## src/inc/ubm_pkg.sv

```systemverilog
`default_nettype none
package ubm_pkg;
    // ==========================================================
    // widths
    localparam int DATA_W = 8;
    localparam int PROD_W = 16;
    localparam int INSTR_W = 16;
    localparam int BANK_W = 4;
    localparam int ADDR_W = 12;

    // ==========================================================
    // opcode fields
    localparam logic [7:0] OPC_LIT_HI = 8'h0d;
    localparam logic [6:0] OPC_REG_HI = 7'h01;
    localparam int OPC_HI_POS = 8;
    localparam int OPC_REG_POS = 9;
    localparam int BANK_SEL_POS = 8;

    // ==========================================================
    // access bank split: low half from bank 0, upper half from the top bank
    localparam logic [7:0] ACCESS_SPLIT = 8'h80;
    localparam logic [3:0] ACCESS_LOW_BANK = 4'h0;
    localparam logic [3:0] ACCESS_HIGH_BANK = 4'hf;

    // ==========================================================
    // reset values
    localparam logic [7:0] BYTE_RST = 8'h00;
    localparam logic [15:0] WORD_RST = 16'h0000;
    localparam logic [11:0] ADDR_RST = 12'h000;

    // ==========================================================
    // quarter-cycle sequencer
    typedef enum logic [4:0] {
        UBM_IDLE = 5'b00001,
        UBM_Q1 = 5'b00010,
        UBM_Q2 = 5'b00100,
        UBM_Q3 = 5'b01000,
        UBM_Q4 = 5'b10000
    } ubm_state_t;
endpackage : ubm_pkg
`default_nettype wire

```

## src/inc/ubm_mul_if.sv

```systemverilog
`timescale 1ns/10ps
`default_nettype none
interface ubm_mul_if;
    logic [7:0] multiplicand;
    logic [7:0] multiplier;
    logic [15:0] product;
    modport ctrl (output multiplicand, output multiplier, input product);
    modport array (input multiplicand, input multiplier, output product);
endinterface : ubm_mul_if
`default_nettype wire

```

## src/core/ubm_mul_array.sv

```systemverilog
`timescale 1ns/10ps
`default_nettype none
module ubm_mul_array (
    ubm_mul_if.array mul
);
    // ==========================================================
    // shift-add partial products, purely combinational
    logic [15:0] partial [0:7];
    logic [15:0] sum [0:8];

    assign sum[0] = ubm_pkg::WORD_RST;

    genvar i;
    generate
        for (i = 0; i < 8; i++) begin : g_pp
            // unsigned: no sign extension of either operand
            assign partial[i] = mul.multiplier[i]
                ? (16'({8'h00, mul.multiplicand}) << i) : ubm_pkg::WORD_RST;
            assign sum[i + 1] = 16'(sum[i] + partial[i]);
        end
    endgenerate

    // 8x8 product always fits 16 bits, so nothing overflows
    assign mul.product = sum[8];
endmodule : ubm_mul_array
`default_nettype wire

```

## src/core/ubm_multiplier.sv

```systemverilog
`timescale 1ns/10ps
`default_nettype none
// Operation
// - literal multiply: accumulator times 8-bit literal into product pair, high byte upper
// - register multiply: accumulator times addressed register, both operands left unchanged
// - no status flag, carry, overflow or zero indication; accumulator untouched
// - operand from access bank when bit clear, else bank select register bank
module ubm_multiplier (
    input wire logic clock,
    input wire logic rst,
    input wire logic clk_en,
    input wire logic instr_valid,
    input wire logic [15:0] instr,
    input wire logic [7:0] accumulator,
    input wire logic [3:0] bank_select_register,
    input wire logic [7:0] mem_rdata,
    output logic instr_ready,
    output logic [11:0] mem_addr,
    output logic mem_rd,
    output logic [7:0] product_high_byte,
    output logic [7:0] product_low_byte,
    output logic product_write,
    output logic done
);
    // ==========================================================
    // decode of the incoming word
    logic is_lit;
    logic is_reg;
    logic take;

    assign is_lit = (instr[15:ubm_pkg::OPC_HI_POS] == ubm_pkg::OPC_LIT_HI);
    assign is_reg = (instr[15:ubm_pkg::OPC_REG_POS] == ubm_pkg::OPC_REG_HI);
    // other opcodes are ignored; ready stays high for them
    assign take = clk_en && instr_valid && instr_ready && (is_lit || is_reg);

    // ==========================================================
    // sequencer and datapath state
    ubm_pkg::ubm_state_t state_q;
    ubm_pkg::ubm_state_t state_d;
    logic [15:0] instr_q;
    logic [15:0] instr_d;
    logic [7:0] acc_q;
    logic [7:0] acc_d;
    logic [3:0] bank_q;
    logic [3:0] bank_d;
    logic [7:0] operand_q;
    logic [7:0] operand_d;
    logic [15:0] result_q;
    logic [15:0] result_d;
    logic reg_op_q;
    logic reg_op_d;
    logic ready_q;
    logic ready_d;
    logic [11:0] addr_q;
    logic [11:0] addr_d;
    logic rd_q;
    logic rd_d;
    logic [7:0] prod_hi_q;
    logic [7:0] prod_hi_d;
    logic [7:0] prod_lo_q;
    logic [7:0] prod_lo_d;
    logic wr_q;
    logic wr_d;
    logic done_q;
    logic done_d;

    ubm_mul_if mul_bus ();

    ubm_mul_array u_array (
        .mul(mul_bus.array)
    );

    assign mul_bus.multiplicand = acc_q;
    assign mul_bus.multiplier = operand_q;

    // ==========================================================
    // next-state logic
    always_comb begin
        state_d = state_q;
        instr_d = instr_q;
        acc_d = acc_q;
        bank_d = bank_q;
        operand_d = operand_q;
        result_d = result_q;
        reg_op_d = reg_op_q;
        ready_d = ready_q;
        addr_d = addr_q;
        rd_d = rd_q;
        prod_hi_d = prod_hi_q;
        prod_lo_d = prod_lo_q;
        wr_d = 1'b0;
        done_d = 1'b0;
        case (state_q)
            ubm_pkg::UBM_IDLE: begin
                if (take) begin
                    // operands captured once; the core's copies are never written
                    instr_d = instr;
                    acc_d = accumulator;
                    bank_d = bank_select_register;
                    reg_op_d = is_reg;
                    ready_d = 1'b0;
                    state_d = ubm_pkg::UBM_Q1;
                end
            end
            ubm_pkg::UBM_Q1: begin
                // decode: form the operand address
                if (!instr_q[ubm_pkg::BANK_SEL_POS]) begin
                    // bank select register overridden by the access bank
                    addr_d = {(instr_q[7:0] < ubm_pkg::ACCESS_SPLIT)
                        ? ubm_pkg::ACCESS_LOW_BANK : ubm_pkg::ACCESS_HIGH_BANK,
                        instr_q[7:0]};
                end else begin
                    addr_d = {bank_q, instr_q[7:0]};
                end
                rd_d = reg_op_q;
                state_d = ubm_pkg::UBM_Q2;
            end
            ubm_pkg::UBM_Q2: begin
                // read: register data or literal field
                operand_d = reg_op_q ? mem_rdata : instr_q[7:0];
                rd_d = 1'b0;
                state_d = ubm_pkg::UBM_Q3;
            end
            ubm_pkg::UBM_Q3: begin
                result_d = mul_bus.product;
                state_d = ubm_pkg::UBM_Q4;
            end
            ubm_pkg::UBM_Q4: begin
                // both bytes land together, never a torn pair
                prod_hi_d = result_q[15:8];
                prod_lo_d = result_q[7:0];
                wr_d = 1'b1;
                done_d = 1'b1;
                ready_d = 1'b1;
                state_d = ubm_pkg::UBM_IDLE;
            end
            default: begin
                ready_d = 1'b1;
                rd_d = 1'b0;
                state_d = ubm_pkg::UBM_IDLE;
            end
        endcase
    end

    // ==========================================================
    // registers; clock enable freezes everything
    always_ff @(posedge clock or posedge rst) begin
        if (rst) begin
            state_q <= ubm_pkg::UBM_IDLE;
            instr_q <= ubm_pkg::WORD_RST;
            acc_q <= ubm_pkg::BYTE_RST;
            bank_q <= ubm_pkg::ACCESS_LOW_BANK;
            operand_q <= ubm_pkg::BYTE_RST;
            result_q <= ubm_pkg::WORD_RST;
            reg_op_q <= 1'b0;
            ready_q <= 1'b1;
            addr_q <= ubm_pkg::ADDR_RST;
            rd_q <= 1'b0;
            prod_hi_q <= ubm_pkg::BYTE_RST;
            prod_lo_q <= ubm_pkg::BYTE_RST;
            wr_q <= 1'b0;
            done_q <= 1'b0;
        end else if (clk_en) begin
            state_q <= state_d;
            instr_q <= instr_d;
            acc_q <= acc_d;
            bank_q <= bank_d;
            operand_q <= operand_d;
            result_q <= result_d;
            reg_op_q <= reg_op_d;
            ready_q <= ready_d;
            addr_q <= addr_d;
            rd_q <= rd_d;
            prod_hi_q <= prod_hi_d;
            prod_lo_q <= prod_lo_d;
            wr_q <= wr_d;
            done_q <= done_d;
        end
    end

    // no flag outputs exist at all, so nothing can signal carry or zero
    assign instr_ready = ready_q;
    assign mem_addr = addr_q;
    assign mem_rd = rd_q;
    assign product_high_byte = prod_hi_q;
    assign product_low_byte = prod_lo_q;
    assign product_write = wr_q;
    assign done = done_q;

    // ==========================================================
    // checks
    a_product_value: assert property (@(posedge clock) disable iff (rst)
        (clk_en && state_q == ubm_pkg::UBM_Q4) |=>
        ({product_high_byte, product_low_byte}
            == 16'($past(acc_q)) * 16'($past(operand_q))))
        else $error("product pair does not match operands");

    a_literal_operand: assert property (@(posedge clock) disable iff (rst)
        (clk_en && state_q == ubm_pkg::UBM_Q2 && !reg_op_q) |=>
        (operand_q == $past(instr_q[7:0])))
        else $error("literal operand not taken from instruction");

    a_register_operand: assert property (@(posedge clock) disable iff (rst)
        (clk_en && state_q == ubm_pkg::UBM_Q2 && reg_op_q) |=>
        (operand_q == $past(mem_rdata)))
        else $error("register operand not taken from memory");

    a_acc_held: assert property (@(posedge clock) disable iff (rst)
        (state_q != ubm_pkg::UBM_IDLE && $past(state_q) != ubm_pkg::UBM_IDLE)
        |-> $stable(acc_q))
        else $error("accumulator copy changed during multiply");

    a_access_bank: assert property (@(posedge clock) disable iff (rst)
        (clk_en && state_q == ubm_pkg::UBM_Q1
            && !instr_q[ubm_pkg::BANK_SEL_POS] && instr_q[7]) |=>
        (mem_addr[11:8] == ubm_pkg::ACCESS_HIGH_BANK))
        else $error("access bank upper half misaddressed");

    a_bank_select: assert property (@(posedge clock) disable iff (rst)
        (clk_en && state_q == ubm_pkg::UBM_Q1 && instr_q[ubm_pkg::BANK_SEL_POS]) |=>
        (mem_addr == {bank_q, instr_q[7:0]}))
        else $error("bank select register not used");

    a_four_quarters: assert property (@(posedge clock) disable iff (rst)
        (take && state_q == ubm_pkg::UBM_IDLE) ##1 clk_en [*4] |=>
        (product_write && done))
        else $error("multiply did not finish in four quarters");

    a_read_in_q2: assert property (@(posedge clock) disable iff (rst)
        mem_rd |-> (state_q == ubm_pkg::UBM_Q2 && reg_op_q))
        else $error("operand read outside second quarter");

    a_write_pulse: assert property (@(posedge clock) disable iff (rst)
        product_write |-> (state_q == ubm_pkg::UBM_IDLE && instr_ready))
        else $error("product write outside completion");
endmodule : ubm_multiplier
`default_nettype wire

```

## config.mk

```make
export PLATFORM = sky130hd
export DESIGN_NAME = ubm_multiplier
export DESIGN_NICKNAME = d
export VERILOG_FILES = /design/src/inc/ubm_pkg.sv /design/src/inc/ubm_mul_if.sv /design/src/core/ubm_mul_array.sv /design/src/core/ubm_multiplier.sv
export SDC_FILE = /design/constraint.sdc
export NUM_CORES = 1
export LEC_CHECK = 0
export ABC_AREA = 1
export BUFFER_PORTS_ARGS = -buffer_cell sky130_fd_sc_hd__buf_2
export CAP_MARGIN = 20
export CORE_UTILIZATION = 40
export DETAILED_ROUTE_END_ITERATION = 16
export SKIP_LAST_GASP = 1
export SLEW_MARGIN = 20
export SYNTH_ARGS = -nofsm -noshare
export SYNTH_HDL_FRONTEND = slang
export SYNTH_SLANG_ARGS = --single-unit
```

## constraint.sdc

```tcl
create_clock -name clock -period 4.4 [get_ports clock]
set_input_delay 0.88 -clock clock [delete_from_list [all_inputs] [get_ports clock]]
set_output_delay 0.88 -clock clock [all_outputs]
set_load 0.05 [all_outputs]
```

* Word level (Yosys, flattened, before mapping)
Index checks and enable logic that the tools add are counted.
** Word-level totals
- Input port bits :: 40
- Flip-flop bits (word level) :: 82
** Operators by class
- Reduce and logical (&&, ||, !) cells :: 14
- Eq/ne operators :: 8
- $lt $le $gt $ge :: 1
- Mux-type cells :: 17
- Bitwise logic cells :: 2
- Add/sub/neg operators :: 7
** Operators with widths (number)
- 16-bit adder :: 6
- 12-bit two-way mux :: 2
- 5-bit one-hot mux with 4 select lines :: 1
- 16-bit by 15-bit adder with 16-bit output :: 1
- 8-bit two-way mux :: 2
- 15-bit two-way mux :: 1
- 14-bit two-way mux :: 1
- 13-bit two-way mux :: 1
- 2-bit AND reduction :: 6
- 11-bit two-way mux :: 1
- 10-bit two-way mux :: 1
- 9-bit two-way mux :: 1
- 8-bit by 4-bit == test with 1-bit output, second input constant :: 1
- 8-bit less-than comparator, second input constant :: 1
- 7-bit by 1-bit == test with 1-bit output, second input constant :: 1
- 3-bit AND reduction :: 2
- 3-bit OR reduction :: 2
- 5-bit by 1-bit == test with 1-bit output, second input constant :: 1
- 5-bit by 2-bit == test with 1-bit output, second input constant :: 1
- 5-bit by 3-bit == test with 1-bit output, second input constant :: 1
- 5-bit by 4-bit == test with 1-bit output, second input constant :: 1
- 5-bit == test, second input constant :: 1
- 5-bit two-way mux :: 1
- 4-bit two-way mux :: 1
- other kinds (6) :: 11

* Logic depth before layout (Yosys ltp)
Gate-level depths: netlist of run 1.
- Depth after elaboration :: 8
- Gate-level depth with buffers :: 21

* By module
From an unflattened synthesis of run 1, not the netlist that was laid out.
** Second synthesis, totals
- Cells, all modules :: 725
- Area, all modules :: 5591.6 µm²
** Modules (own cells, without submodules)
- ubm_multiplier :: times used 1, sequential area each 2054.5 µm², area each 3409.5 µm², cells an instance 392
- ubm_mul_array :: times used 1, sequential area each 0.0 µm², area each 2182.1 µm², cells an instance 333

* Worst setup path after synthesis of run 1
Ideal clock, no wire load.
- Path type :: register to register
- Start point :: register acc_q[2]
- End point :: register result_q[12]
- Buffers on the path :: 1
- Data required time :: 4.283 ns
- Clock period less this slack :: 3.949 ns
- Setup slack :: 0.451 ns
- Stages on the path, launching flop included :: 19
- Library setup time :: 0.117 ns
- Data arrival time :: 3.832 ns
- Cell sequence :: dfrtp_1 -> clkbuf_1 -> nand2_1 -> inv_1 -> fa_1 -> inv_1 -> fa_1 -> inv_1 -> fa_1 -> inv_1 -> fa_1 -> inv_1 -> ha_1 -> a21oi_1 -> nor2_1 -> nor2_1 -> nand3b_1 -> nand3_1 -> nand2_1
** On the way
- Cells in the longest elaborated chain, start to end :: 8
** RTL lines
- start: declaration :: RTL line ubm_multiplier.sv:42 : logic [7:0] acc_q;
- start signal: assignment :: RTL line ubm_multiplier.sv:151 : acc_q <= ubm_pkg::BYTE_RST;
- 8-bit two-way mux / 9-bit two-way mux (equally long branches) :: RTL line ubm_mul_array.sv:18 : ? (16'({8'h00, mul.multiplicand}) << i) : ubm_pkg::WORD_RST;
- 16-bit adder (6 in series) :: RTL line ubm_mul_array.sv:19 : assign sum[i + 1] = 16'(sum[i] + partial[i]);
- 16-bit by 15-bit adder with 16-bit output * :: RTL line ubm_mul_array.sv:19
- end signal: assignment :: RTL line ubm_multiplier.sv:154 : result_q <= ubm_pkg::WORD_RST;
- end signal: assignment :: RTL line ubm_multiplier.sv:169 : result_q <= result_d;
- end: declaration :: RTL line ubm_multiplier.sv:48 : logic [15:0] result_q;
Mark *: on every way between the ends. The rest lies on a longest branch, timed or not.
A chain may end at the register's enable or synchronous reset.

* Worst setup path after layout of run 1
Same ends and word-level chain as after synthesis.

==> Implementation_results.wiki, run 1 <==
{| class="wikitable"
! Metric !! Value
|-
| Width of the chip || 121 um
|-
| NetSw || 0.000871 W
|-
| Placed cell count || 899
|-
| Hold WC Path Type || flip-flop to flip-flop
|-
| Final core occ || 46.7%
|-
| Sequence of cells on the critical path || nand2_1 -> inv_1 -> fa_1 -> inv_1 -> fa_1 -> inv_1 -> fa_1 -> inv_1 -> fa_1 -> inv_1 -> ha_1 -> a21oi_2 -> nor2_1 -> nor2_1 -> nand2_1 -> nand2_1 -> nand3_1 -> nand2_1
|-
| Pin count of the biggest net entering global routing || 51
|-
| Final hold slack || 475 ps
|-
| First-iteration detailed-routing DRC count || 240
|-
| Diodes inserted || 0
|-
| Final standard cell count with taps included and fillers excluded || 915
|-
| CTS root buffer || sky130_fd_sc_hd__clkbuf_16
|-
| Kind of launch point of the worst setup path || flip-flop
|-
| Sink Count || 82
|-
| Initial antenna violation count || 0
|-
| Prevailing post-synth register cell || sky130_fd_sc_hd__dfrtp_1
|-
| Total iterations of the first detailed-routing run || 4
|-
| Period utilization || 92.5%
|-
| Starting Density || 41.1%
|-
| Status || finished clean
|-
| Setup total negative slack || 0 ps
|-
| Share of synthesized area occupied by flip-flops and latches || 36.0%
|-
| Final Max Slew Viols || 0
|-
| Area delta synth->final || 13.6%
|-
| Gp weighted congestion || 0.810
|-
| Number of distinct library cell variants in the gate-level netlist after synthesis || 32
|-
| Pwr/cell area || 390 nW/um2
|-
| Average routed wire per standard cell || 11.7 um
|-
| EDFF count, synth || 0
|-
| Start point of the worst min-delay path || instr_ready
|-
| Combinational share of power || 25.9%
|-
| Finish-stage setup viols || 0
|-
| Standard-cell rows || 43
|-
| Fin Clk Skew || 6.88 ps
|-
| Syn Inst Count || 675
|-
| Sw Share || 34.5%
|-
| Total number of vias || 4227
|-
| Worst reg-to-reg setup slack || 330 ps
|-
| Share of post-route cells with drive strength above 1 || 20.0%
|-
| CP max stage cell || sky130_fd_sc_hd__fa_1
|-
| Path type of the worst setup path || flip-flop to flip-flop
|-
| Cell with the most instances on the worst path || sky130_fd_sc_hd__inv_1
|-
| Mean area per synthesized cell || 8.45 um2
|-
| Die boundary height || 121 um
|-
| Startpoint of the lowest-slack register-to-register path || acc_q[2]
|-
| Number of max-cap violations || 0
|-
| Count of input and output buffers || 71
|-
| IR drop worst, VDD || 0.317 mV
|-
| Static leakage || 3.74 nW
|-
| I/O Pins || 72
|-
| Number of hold violations in the final report || 0
|-
| CTS tree || built
|-
| Post-layout nets || 839
|-
| Overall power after layout || 0.00253 W
|-
| Routed Wire Length || 10700 um
|-
| Fmax || 246 MHz
|-
| Leading cell type in the layout, fill and taps excluded || sky130_fd_sc_hd__nand2_1
|-
| Remaining routing DRC violations || 0
|-
| Int Pwr || 0.00166 W
|-
| Reg power frac || 40.4%
|-
| CP Launch Point || acc_q[2]
|-
| Unrepaired setup endpoints after global routing || false
|-
| Total of flip-flops plus latches after synthesis || 82
|-
| Wire length of the first global-routing pass || 19000 um
|-
| Fraction of registers with async set or reset after synthesis || 100%
|-
| Vias in the first global route || 4249
|-
| Relative slew slack || 43.9%
|-
| Clock network power share || 33.8%
|-
| Overall global routing resource usage || 16.4%
|-
| Number of buffers added by the clock tree synthesis step || 9
|-
| Post-CTS setup repair buffer count || 0
|-
| Data required time of the worst path || 4670 ps
|-
| Slew of the pin with the lowest slew margin || 841 ps
|-
| Number of synthesis warnings || 0
|-
| Clock insertion delay at the later pin of the skew report || 340 ps
|-
| Post-CTS clock slew at the launch and capture registers of the worst setup and hold paths || 60 ps
|-
| Critical Path Max Stage Delay || 530 ps
|-
| Net Count, Synth || 784
|-
| Clock period minus final worst setup slack || 4070 ps
|-
| Kind of end point of the critical path || flip-flop
|-
| Most used cells in the layout excluding fill and tap cells || sky130_fd_sc_hd__nand2_1 (206), sky130_fd_sc_hd__inv_1 (131), sky130_fd_sc_hd__dfrtp_1 (80)
|-
| Max FO, Critical Path || 9
|-
| CP top delay family || adder cells
|-
| GRT overflow || 0
|-
| Total die area || 14700 um2
|-
| Max Buffers Root-to-Sink || 2
|-
| Total number of H-tree levels || 3
|-
| Total buffers and inverters traversed by the critical path || 5
|-
| Crit path DAT || 4340 ps
|-
| Vias per inst || 4.62
|-
| Netlist Area Pre-Place || 5710 um2
|-
| Area inside the core boundary || 13900 um2
|-
| Antenna violation net count after detailed routing || 0
|-
| Total half-perimeter wirelength after legalization and detailed placement || 8480 um
|}
[metal layers]
layer | routed length, um | share of wire [%] | up-vias | global-route usage (%)
li1 | - | - | 2158 | -
met2 | 5110 | 48 | 63 | 27.9
met1 | 5070 | 47 | 1997 | 20.9
met3 | 415 | 3.9 | 9 | 3.81
met4 | 123 | 1.1 | 0 | 4.17
met5 | 0 | 0 | - | 0
[worst min-delay path: stages (launching register included)]
cell and delay (ps):
sky130_fd_sc_hd__dfstp_2 380, sky130_fd_sc_hd__nand2_1 60, sky130_fd_sc_hd__nand2_1 40
[Yosys cell counts (5+ instances only)]
library cell               instances  share of area (%)
sky130_fd_sc_hd__a21oi_1           5               0.44
sky130_fd_sc_hd__a21oi_2           9                1.4
sky130_fd_sc_hd__buf_6             6                1.2
sky130_fd_sc_hd__clkbuf_1         18                1.2
sky130_fd_sc_hd__dfrtp_1          80                 35
sky130_fd_sc_hd__fa_1             38                 13
sky130_fd_sc_hd__ha_1             31                6.8
sky130_fd_sc_hd__inv_1           132                8.7
sky130_fd_sc_hd__inv_2             5               0.33
sky130_fd_sc_hd__mux2_2            6                1.2
sky130_fd_sc_hd__nand2_1         206                 14
sky130_fd_sc_hd__nand3_1          22                1.9
sky130_fd_sc_hd__nand4_1           6               0.66
sky130_fd_sc_hd__nor2_1           20                1.3
sky130_fd_sc_hd__nor2_2            6               0.66
sky130_fd_sc_hd__o21ai_0          19                1.7
sky130_fd_sc_hd__o21ai_1          18                1.6
sky130_fd_sc_hd__o21ai_2          18                2.8
[sequential cells by signal, summed over array words and instances (netlist names), 4 cells and up]
signal / count
bank_q: 4
acc_q: 8
product_high_byte: 8
mem_addr: 12
state_q: 5
mul_bus.multiplier: 8
product_low_byte: 8
instr_q: 9
result_q: 16
[path summary, 6_finish.rpt]
path,cells past startpoint,endpoint
max,18,result_q[12]
max reg2reg,18,result_q[12]
min reg2reg,2,instr_ready
max in group asynchronous,3,product_high_byte[7]
min in group asynchronous,2,state_q[1]
min,2,instr_ready
[area by class of cell]
class / count / area [um2]
clock buffer: 12 / 246
fill: 1373 / 7400
tap: 180 / 225
clock inverter: 4 / 98.8
timing repair buffer: 74 / 378
sequential: 82 / 2050
multi-input combinational: 425 / 2960
inverter: 138 / 522
[metrics by stage]
stage                     setup WS, ps  area, um2
final                              329       6480
after global routing              63.2       6480
after CTS                          231       6480
after detailed placement           254       6130
after global placement             341       6130
after floorplan                    451       5710
[cells by family after synthesis]
| family | after synthesis | synth area share, % |
|---|---|---|
| flip-flops | 82 | 36.0 |
| XOR/XNOR | 4 | 0.614 |
| adder cells (fa/ha/maj) | 69 | 20.1 |
| buffers and inverters | 168 | 12.2 |
| multiplexers | 7 | 1.45 |
| AND/OR/NAND/NOR | 273 | 21.4 |
| AO/OA/AOI/OAI | 72 | 8.22 |
[power groups by stage]
stage                     Clock [W]  Sequential [W]  Combinational (W)
after global placement            0         0.00102           0.000655
after CTS                  0.000880         0.00102           0.000664
after detailed placement          0         0.00103           0.000661
after floorplan                   0         0.00120           0.000326
final                      0.000855         0.00102           0.000654
after global routing       0.000908         0.00104           0.000723
[repair_timing]
action	4_1_cts	5_1_grt
gates resized for setup	0	1
hold buffers	0	0
setup endpoints to repair	0	1
No activity file was read; power rests on OpenSTA's default activity.
==> inputs of run 2 (changes only) <==
Settings changed: ABC_AREA 1 to unset.
==> Implementation_results.wiki, run 2 <==
{| class="wikitable"
! Metric !! Value
|-
| Post-layout nets || 657 (was 839)
|-
| Slew of the pin with the lowest slew margin || 722 ps (was 841 ps)
|-
| Path type of the worst setup path || flip-flop to flip-flop (unchanged)
|-
| CTS root buffer || sky130_fd_sc_hd__clkbuf_16 (unchanged)
|-
| Met3 WL || 486 um (was 415 um)
|-
| Pin count of the biggest net entering global routing || 60 (was 51)
|-
| Static leakage || 3.22 nW (was 3.74 nW)
|-
| Starting Density || 41.3% (was 41.1%)
|-
| First-iteration detailed-routing DRC count || 95 (was 240)
|-
| IR drop worst, VDD || 0.267 mV (was 0.317 mV)
|-
| Met2 layer wire length in the routed design || 4720 um (was 5110 um)
|-
| Syn Inst Count || 474 (was 675)
|-
| Flip-flop count of the largest register, all copies and words added || 16 (unchanged)
|-
| Remaining routing DRC violations || 0 (unchanged)
|-
| Number of buffers inserted by hold repair at cts || 0 (unchanged)
|-
| Share of post-route cells with drive strength above 1 || 30.2% (was 20.0%)
|-
| Start point of the worst min-delay path || result_q[8] (was instr_ready)
|-
| Total die area || 13600 um2 (was 14700 um2)
|-
| Diodes inserted || 0 (unchanged)
|-
| Placed cell count || 706 (was 899)
|-
| Sink Count || 82 (unchanged)
|-
| Total iterations of the first detailed-routing run || 4 (unchanged)
|-
| Width of the chip || 117 um (was 121 um)
|-
| Finish-stage setup viols || 0 (unchanged)
|-
| Status || finished clean (unchanged)
|-
| Wire length of the first global-routing pass || 16800 um (was 19000 um)
|-
| Register with the most flip-flops || result_q (unchanged)
|-
| Overall global routing resource usage || 16.3% (was 16.4%)
|-
| Top post-synthesis cells by area || sky130_fd_sc_hd__dfrtp_1 (38%), sky130_fd_sc_hd__fa_1 (14%), sky130_fd_sc_hd__mux2_2 (10%) (was sky130_fd_sc_hd__dfrtp_1 (35%), sky130_fd_sc_hd__nand2_1 (14%), sky130_fd_sc_hd__fa_1 (13%))
|-
| CTS tree || built (unchanged)
|-
| DR top layer || met4 (unchanged)
|-
| CP max stage cell || sky130_fd_sc_hd__fa_1 (unchanged)
|-
| Worst reg-to-reg setup slack || 240 ps (was 330 ps)
|-
| Max FO, Critical Path || 8 (was 9)
|-
| Area delta synth->final || 17.4% (was 13.6%)
|-
| Pwr/cell area || 280 nW/um2 (was 390 nW/um2)
|-
| Metal-1 WL || 4630 um (was 5070 um)
|-
| Unrepaired setup endpoints after global routing || false (unchanged)
|-
| Number of synthesis warnings || 0 (unchanged)
|-
| Sequence of cells on the critical path || and2_1 -> fa_1 -> fa_1 -> fa_1 -> inv_1 -> fa_1 -> inv_1 -> ha_1 -> o211a_1 -> o31ai_2 -> a21oi_2 -> o21a_1 -> o31ai_1 (was nand2_1 -> inv_1 -> fa_1 -> inv_1 -> fa_1 -> inv_1 -> fa_1 -> inv_1 -> fa_1 -> inv_1 -> ha_1 -> a21oi_2 -> nor2_1 -> nor2_1 -> nand2_1 -> nand2_1 -> nand3_1 -> nand2_1)
|-
| End of the worst register-to-register path || result_q[15] (was result_q[12])
|-
| Average routed wire per standard cell || 13.7 um (was 11.7 um)
|-
| Kind of launch point of the worst setup path || flip-flop (unchanged)
|-
| Share of the synthesized area in the top cell type || 38.1% (was 35.1%)
|-
| Most used cells in the layout excluding fill and tap cells || sky130_fd_sc_hd__dfrtp_1 (71), sky130_fd_sc_hd__buf_2 (71), sky130_fd_sc_hd__nand2_1 (58) (was sky130_fd_sc_hd__nand2_1 (206), sky130_fd_sc_hd__inv_1 (131), sky130_fd_sc_hd__dfrtp_1 (80))
|-
| Number of cells on the worst hold path || 2 (unchanged)
|-
| Vias in the first global route || 3541 (was 4249)
|-
| GRT overflow || 0 (unchanged)
|-
| Fraction of registers with async set or reset after synthesis || 100% (unchanged)
|-
| Mean area per synthesized cell || 11.1 um2 (was 8.45 um2)
|-
| Netlist Area Pre-Place || 5250 um2 (was 5710 um2)
|-
| CP Launch Point || mul_bus.multiplier[7] (was acc_q[2])
|-
| Standard-cell rows || 41 (was 43)
|-
| Fmax || 240 MHz (was 246 MHz)
|-
| Final hold slack || 472 ps (was 475 ps)
|-
| Prevailing post-synth register cell || sky130_fd_sc_hd__dfrtp_1 (unchanged)
|-
| Clock period minus final worst setup slack || 4160 ps (was 4070 ps)
|-
| Data required time of the worst path || 4650 ps (was 4670 ps)
|-
| Relative slew slack || 51.8% (was 43.9%)
|-
| Hold WC Path Type || flip-flop to flip-flop (unchanged)
|-
| Cell type with the highest aggregate area in the netlist || sky130_fd_sc_hd__dfrtp_1 (unchanged)
|-
| Number of max-cap violations || 0 (unchanged)
|-
| Total number of H-tree levels || 3 (unchanged)
|-
| Period utilization || 94.6% (was 92.5%)
|-
| Net Count, Synth || 583 (was 784)
|-
| Setup total negative slack || 0 ps (unchanged)
|-
| Kind of end point of the critical path || flip-flop (unchanged)
|-
| Crit path DAT || 4410 ps (was 4340 ps)
|-
| EDFF count, synth || 0 (unchanged)
|-
| Routed Wire Length || 9970 um (was 10700 um)
|-
| Area inside the core boundary || 12700 um2 (was 13900 um2)
|-
| Antenna violation net count after detailed routing || 0 (unchanged)
|-
| Leading cell types by count after synthesis || sky130_fd_sc_hd__dfrtp_1 (80), sky130_fd_sc_hd__nand2_1 (58), sky130_fd_sc_hd__inv_1 (51) (was sky130_fd_sc_hd__nand2_1 (206), sky130_fd_sc_hd__inv_1 (132), sky130_fd_sc_hd__dfrtp_1 (80))
|-
| I/O Pins || 72 (unchanged)
|-
| Number of distinct library cell variants in the gate-level netlist after synthesis || 46 (was 32)
|-
| Clock insertion delay at the later pin of the skew report || 350 ps (was 340 ps)
|-
| Count of input and output buffers || 71 (unchanged)
|-
| Gp weighted congestion || 0.805 (was 0.810)
|-
| Total half-perimeter wirelength after legalization and detailed placement || 7720 um (was 8480 um)
|-
| Reg2Reg Depth || 13 (was 18)
|-
| Final standard cell count with taps included and fillers excluded || 725 (was 915)
|-
| Post-CTS clock slew at the launch and capture registers of the worst setup and hold paths || 70 ps (was 60 ps)
|-
| Number of hold violations in the final report || 0 (unchanged)
|-
| Final Max Slew Viols || 0 (unchanged)
|-
| Crit path to || result_q[15] (was result_q[12])
|-
| Share of synthesized area occupied by flip-flops and latches || 39.1% (was 36.0%)
|-
| Total of flip-flops plus latches after synthesis || 82 (unchanged)
|-
| Cell with the most instances on the worst path || sky130_fd_sc_hd__fa_1 (was sky130_fd_sc_hd__inv_1)
|-
| Max Buffers Root-to-Sink || 2 (unchanged)
|-
| Startpoint of the lowest-slack register-to-register path || mul_bus.multiplier[7] (was acc_q[2])
|-
| Leading cell type by number of instances after synthesis || sky130_fd_sc_hd__dfrtp_1 (was sky130_fd_sc_hd__nand2_1)
|-
| Initial antenna violation count || 0 (unchanged)
|-
| Fin Clk Skew || 17.2 ps (was 6.88 ps)
|-
| Die boundary height || 117 um (was 121 um)
|-
| Vias per inst || 4.87 (was 4.62)
|-
| Total number of vias || 3529 (was 4227)
|-
| Number of buffers added by the clock tree synthesis step || 9 (unchanged)
|-
| Critical Path Max Stage Delay || 580 ps (was 530 ps)
|}
## run 2: cell count changes in the layout (fill, tap and decap cells not counted), moves of 16 or more
cell and delta:
sky130_fd_sc_hd__inv_1 -81, sky130_fd_sc_hd__o21ai_1 -17, sky130_fd_sc_hd__nand2_1 -148, sky130_fd_sc_hd__mux2_2 +42
sky130_fd_sc_hd__nand3_1 -18, sky130_fd_sc_hd__o21ai_2 -18, sky130_fd_sc_hd__nor2_1 -16, sky130_fd_sc_hd__and2_1 +37
## run 2: power by group
group          internal [W]  switching [W]  leakage [nW]
Sequential         0.000777      0.0000246          1.12
Combinational     0.0000487      0.0000585          1.94
Clock              0.000515       0.000303         0.156
## run 2: worst min path at each step
stage / end
floorplan: result_q[13]
global placement: result_q[6]
detailed placement: result_q[8]
CTS: result_q[8]
global route: mem_rd
finish: result_q[8]
## run 2: cell families after synthesis
group / synth area share [%]
AOI/OAI and AO/OA: 6.60
xor gates and xnor gates: 1.33
adders and majority gates: 21.9
buffers and inverters: 5.46
DFF: 39.1
muxes: 12.5
and+or+nand+nor: 13.1
## run 2: area by class of cell
| cell class | count | area (um2) |
|---|---|---|
| fill | 1223 | 6560 |
| multi-input combinational | 323 | 2930 |
| sequential | 82 | 2070 |
| timing repair buffer | 80 | 423 |
| clock buffer | 11 | 243 |
| tap | 172 | 215 |
| inverter | 52 | 198 |
| clock inverter | 5 | 85.1 |
## run 2: per-stage QoR
step | power (W) | util [%] | instance area, um2 | worst slack, ps
2_1_floorplan | 0.000880 | - | 5250 | 366
3_3_place_gp | 0.000918 | 45.4 | 5770 | 199
3_5_place_dp | 0.000923 | 45.4 | 5770 | 76.3
4_1_cts | 0.00175 | 48.0 | 6100 | 60.9
5_1_grt | 0.00180 | 48.4 | 6160 | 2.03
6_report | 0.00173 | 48.4 | 6160 | 237
## run 2: worst max-delay path: cells and delay by family (launching register included)
family / cells / cell delay, ps
AOI/OAI and AO/OA: 5 / 890
DFF: 1 / 460
adders and majority gates: 5 / 2450
and+or+nand+nor: 1 / 180
buffers and inverters: 2 / 90
## run 2: timing repair
item,CTS,global route
setup buffers,0,3
setup endpoints to repair,0,5
gates resized for setup,0,14
## run 2: layer usage
| metal | vias to the layer above | GRT usage (%) |
|---|---|---|
| met2 | 70 | 26.0 |
| li1 | 1722 | - |
| met5 | - | 0 |
| met3 | 10 | 5.55 |
| met1 | 1727 | 20.7 |
| met4 | 0 | 5.32 |
==> inputs of run 3 (changes only) <==
Settings changed: CORE_ASPECT_RATIO set to 0.9.
Clock period 4.4 ns to 3.84 ns, I/O delays scaled along.
==> Implementation_results.wiki, run 3 (synthesized netlist as in run 2, its figures left out) <==
{| class="wikitable"
! Metric !! Value
|-
| Post-layout nets || 693 (was 657)
|-
| CP max stage cell || sky130_fd_sc_hd__fa_1 (unchanged)
|-
| Die boundary height || 111 um (was 117 um)
|-
| Post-Place Cell Area || 6020 um2 (was 5770 um2)
|-
| Final core occ || 51.9% (was 48.4%)
|-
| CP top delay family || adder cells (unchanged)
|-
| CTS root buffer || sky130_fd_sc_hd__clkbuf_16 (unchanged)
|-
| Wire length of the first global-routing pass || 18800 um (was 16800 um)
|-
| Area delta synth->final || 26.0% (was 17.4%)
|-
| Total buffers and inverters traversed by the critical path || 4 (was 2)
|-
| Static leakage || 3.41 nW (was 3.22 nW)
|-
| Critical Path Max Stage Delay || 540 ps (was 580 ps)
|-
| Total die area || 13600 um2 (about the same)
|-
| Overall power after layout || 0.00194 W (was 0.00173 W)
|-
| Sequence of cells on the critical path || and2_4 -> fa_1 -> inv_2 -> fa_1 -> inv_1 -> fa_1 -> inv_1 -> fa_1 -> inv_2 -> ha_4 -> o211a_1 -> o31ai_4 -> a21oi_2 -> nor3_1 -> o31ai_1 (was and2_1 -> fa_1 -> fa_1 -> fa_1 -> inv_1 -> fa_1 -> inv_1 -> ha_1 -> o211a_1 -> o31ai_2 -> a21oi_2 -> o21a_1 -> o31ai_1)
|-
| Unrepaired setup endpoints after global routing || true (was false)
|-
| Cell with the most instances on the worst path || sky130_fd_sc_hd__fa_1 (unchanged)
|-
| IR drop worst, VDD || 0.264 mV (was 0.267 mV)
|-
| Finish-stage setup viols || 5 (was 0)
|-
| Met3 WL || 378 um (was 486 um)
|-
| Diodes inserted || 0 (unchanged)
|-
| Fmax || 251 MHz (was 240 MHz)
|-
| Design Area, Final || 6610 um2 (was 6160 um2)
|-
| First-iteration detailed-routing DRC count || 79 (was 95)
|-
| Number of max-cap violations || 0 (unchanged)
|-
| Max FO, Critical Path || 7 (was 8)
|-
| Flip-flop count of the largest register, all copies and words added || 16 (unchanged)
|-
| Total number of H-tree levels || 3 (unchanged)
|-
| Clock period minus final worst setup slack || 3990 ps (was 4160 ps)
|-
| Status || finished with violations (was finished clean)
|-
| Total half-perimeter wirelength after legalization and detailed placement || 8240 um (was 7720 um)
|-
| Fin Clk Skew || 8.99 ps (was 17.2 ps)
|-
| DR top layer || met4 (unchanged)
|-
| Violations in the final reports || setup timing
|-
| Setup WS post-layout || -148 ps (was 237 ps)
|-
| Share of post-route cells with drive strength above 1 || 39.7% (was 30.2%)
|-
| Antenna violation net count after detailed routing || 0 (unchanged)
|-
| Number of hold violations in the final report || 0 (unchanged)
|-
| Total number of vias || 3724 (was 3529)
|-
| Data required time of the worst path || 4080 ps (was 4650 ps)
|-
| Area inside the core boundary || 12700 um2 (about the same)
|-
| Vias per inst || 4.95 (was 4.87)
|-
| Kind of end point of the critical path || flip-flop (unchanged)
|-
| Hold WC Path Type || flip-flop to flip-flop (unchanged)
|-
| Max Buffers Root-to-Sink || 2 (unchanged)
|-
| Filler instances || 1170 (was 1223)
|-
| Post-CTS clock slew at the launch and capture registers of the worst setup and hold paths || 70 ps (about the same)
|-
| Total iterations of the first detailed-routing run || 4 (unchanged)
|-
| Count of input and output buffers || 71 (unchanged)
|-
| Number of buffers added by the clock tree synthesis step || 9 (unchanged)
|-
| Period utilization || 104% (was 94.6%)
|-
| Number of buffers inserted by hold repair at cts || 0 (unchanged)
|-
| Vias in the first global route || 3928 (was 3541)
|-
| GRT overflow || 0 (unchanged)
|-
| Pin count of the biggest net entering global routing || 46 (was 60)
|-
| Metal-1 WL || 5150 um (was 4630 um)
|-
| Gp weighted congestion || 0.832 (was 0.805)
|-
| Kind of launch point of the worst setup path || flip-flop (unchanged)
|-
| Most used cells in the layout excluding fill and tap cells || sky130_fd_sc_hd__dfrtp_1 (73), sky130_fd_sc_hd__buf_2 (71), sky130_fd_sc_hd__nand2_1 (55) (was sky130_fd_sc_hd__dfrtp_1 (71), sky130_fd_sc_hd__buf_2 (71), sky130_fd_sc_hd__nand2_1 (58))
|-
| Met2 layer wire length in the routed design || 5220 um (was 4720 um)
|-
| Final standard cell count with taps included and fillers excluded || 753 (was 725)
|-
| Average routed wire per standard cell || 14.5 um (was 13.7 um)
|-
| Standard-cell rows || 39 (was 41)
|-
| Sink Count || 82 (unchanged)
|-
| Initial antenna violation count || 0 (unchanged)
|-
| Remaining routing DRC violations || 0 (unchanged)
|-
| I/O Pins || 72 (unchanged)
|-
| Clock insertion delay at the later pin of the skew report || 340 ps (was 350 ps)
|-
| Placed cell count || 724 (was 706)
|-
| Pre-CTS setup slack || -255 ps (was 76.3 ps)
|-
| Overall global routing resource usage || 17.8% (was 16.3%)
|-
| Starting Density || 41.2% (was 41.3%)
|-
| Slew of the pin with the lowest slew margin || 741 ps (was 722 ps)
|-
| Final Max Slew Viols || 0 (unchanged)
|-
| Leading cell type in the layout, fill and taps excluded || sky130_fd_sc_hd__dfrtp_1
|-
| Area of combinational cells with multiple inputs || 3110 um2 (was 2930 um2)
|-
| Crit path DAT || 4230 ps (was 4410 ps)
|-
| Register with the most flip-flops || result_q (unchanged)
|-
| Relative slew slack || 50.5% (was 51.8%)
|-
| Routed Wire Length || 10900 um (was 9970 um)
|-
| CTS tree || built (unchanged)
|-
| Storage element area || 2060 um2 (was 2070 um2)
|-
| Width of the chip || 123 um (was 117 um)
|-
| Path type of the worst setup path || flip-flop to flip-flop (unchanged)
|-
| Pwr/cell area || 293 nW/um2 (was 280 nW/um2)
|}
==> run 3: cell types whose count changed in the layout (fill, tap and decap cells not counted), sizes merged <==
cell    delta
buf       +36
inv        -1
clkinv     +3
bufinv     -1
clkbuf     -1
==> run 3: final cells by class <==
| class | instances | share of cell area, % |
|---|---|---|
| Clock buffer | 10 | 3.61 |
| Sequential cell | 82 | 31.2 |
| Multi-Input combinational cell | 323 | 47.0 |
| Clock inverter | 6 | 0.984 |
| Timing Repair Buffer | 116 | 11.1 |
| Inverter | 52 | 2.97 |
| Tap cell | 164 | 3.10 |
==> run 3: worst paths after layout <==
check                                      startpoint      endpoint  slack, ps  cells after the start
worst min-delay path                      result_q[7]   result_q[7]        480                      2
worst min register to register            result_q[7]   result_q[7]        480                      2
max in group asynchronous                         rst    state_q[0]       2610                      3
worst max register to register  mul_bus.multiplier[5]  result_q[15]       -150                     15
worst max-delay path            mul_bus.multiplier[5]  result_q[15]       -150                     15
min in group asynchronous                         rst   mem_addr[3]        500                      2
==> run 3: timing repair <==
action / 4_1_cts / 5_1_grt
setup buffers: 8 / 5
pin swaps: 15 / 23
resized for setup: 26 / 25
setup endpoints to repair: 8 / 8
==> run 3: routing by layer <==
| layer | vias up | GRT usage [%] |
|---|---|---|
| met5 | - | 0 |
| met4 | 0 | 4.31 |
| met3 | 12 | 4.12 |
| met2 | 70 | 28.6 |
| met1 | 1858 | 24.2 |
| li1 | 1784 | - |
==> run 3: worst reg2reg max path, cell delays in order (launching register included) <==
cell and delay, ps:
sky130_fd_sc_hd__dfrtp_2 450, sky130_fd_sc_hd__and2_4 160, sky130_fd_sc_hd__fa_1 540, sky130_fd_sc_hd__inv_2 40
sky130_fd_sc_hd__fa_1 530, sky130_fd_sc_hd__inv_1 50, sky130_fd_sc_hd__fa_1 490, sky130_fd_sc_hd__inv_1 50
sky130_fd_sc_hd__fa_1 490, sky130_fd_sc_hd__inv_2 50, sky130_fd_sc_hd__ha_4 260, sky130_fd_sc_hd__o211a_1 190
sky130_fd_sc_hd__o31ai_4 110, sky130_fd_sc_hd__a21oi_2 190, sky130_fd_sc_hd__nor3_1 60, sky130_fd_sc_hd__o31ai_1 230
==> run 3: through the flow <==
| step | hold WS (ps) | setup TNS (ps) |
|---|---|---|
| 3_3_place_gp | 460 | -736 |
| 6_report | 477 | -333 |
| 2_1_floorplan | 445 | 0 |
| 3_5_place_dp | 470 | -941 |
| 5_1_grt | 504 | -1180 |
| 4_1_cts | 484 | -291 |
==> run 3: power breakdown <==
part | internal, W | total, W | switching, W
Combinational | 0.0000645 | 0.000139 | 0.0000747
Clock | 0.000523 | 0.000883 | 0.000360
Sequential | 0.000890 | 0.000916 | 0.0000261
Total | 0.00148 | 0.00194 | 0.000461
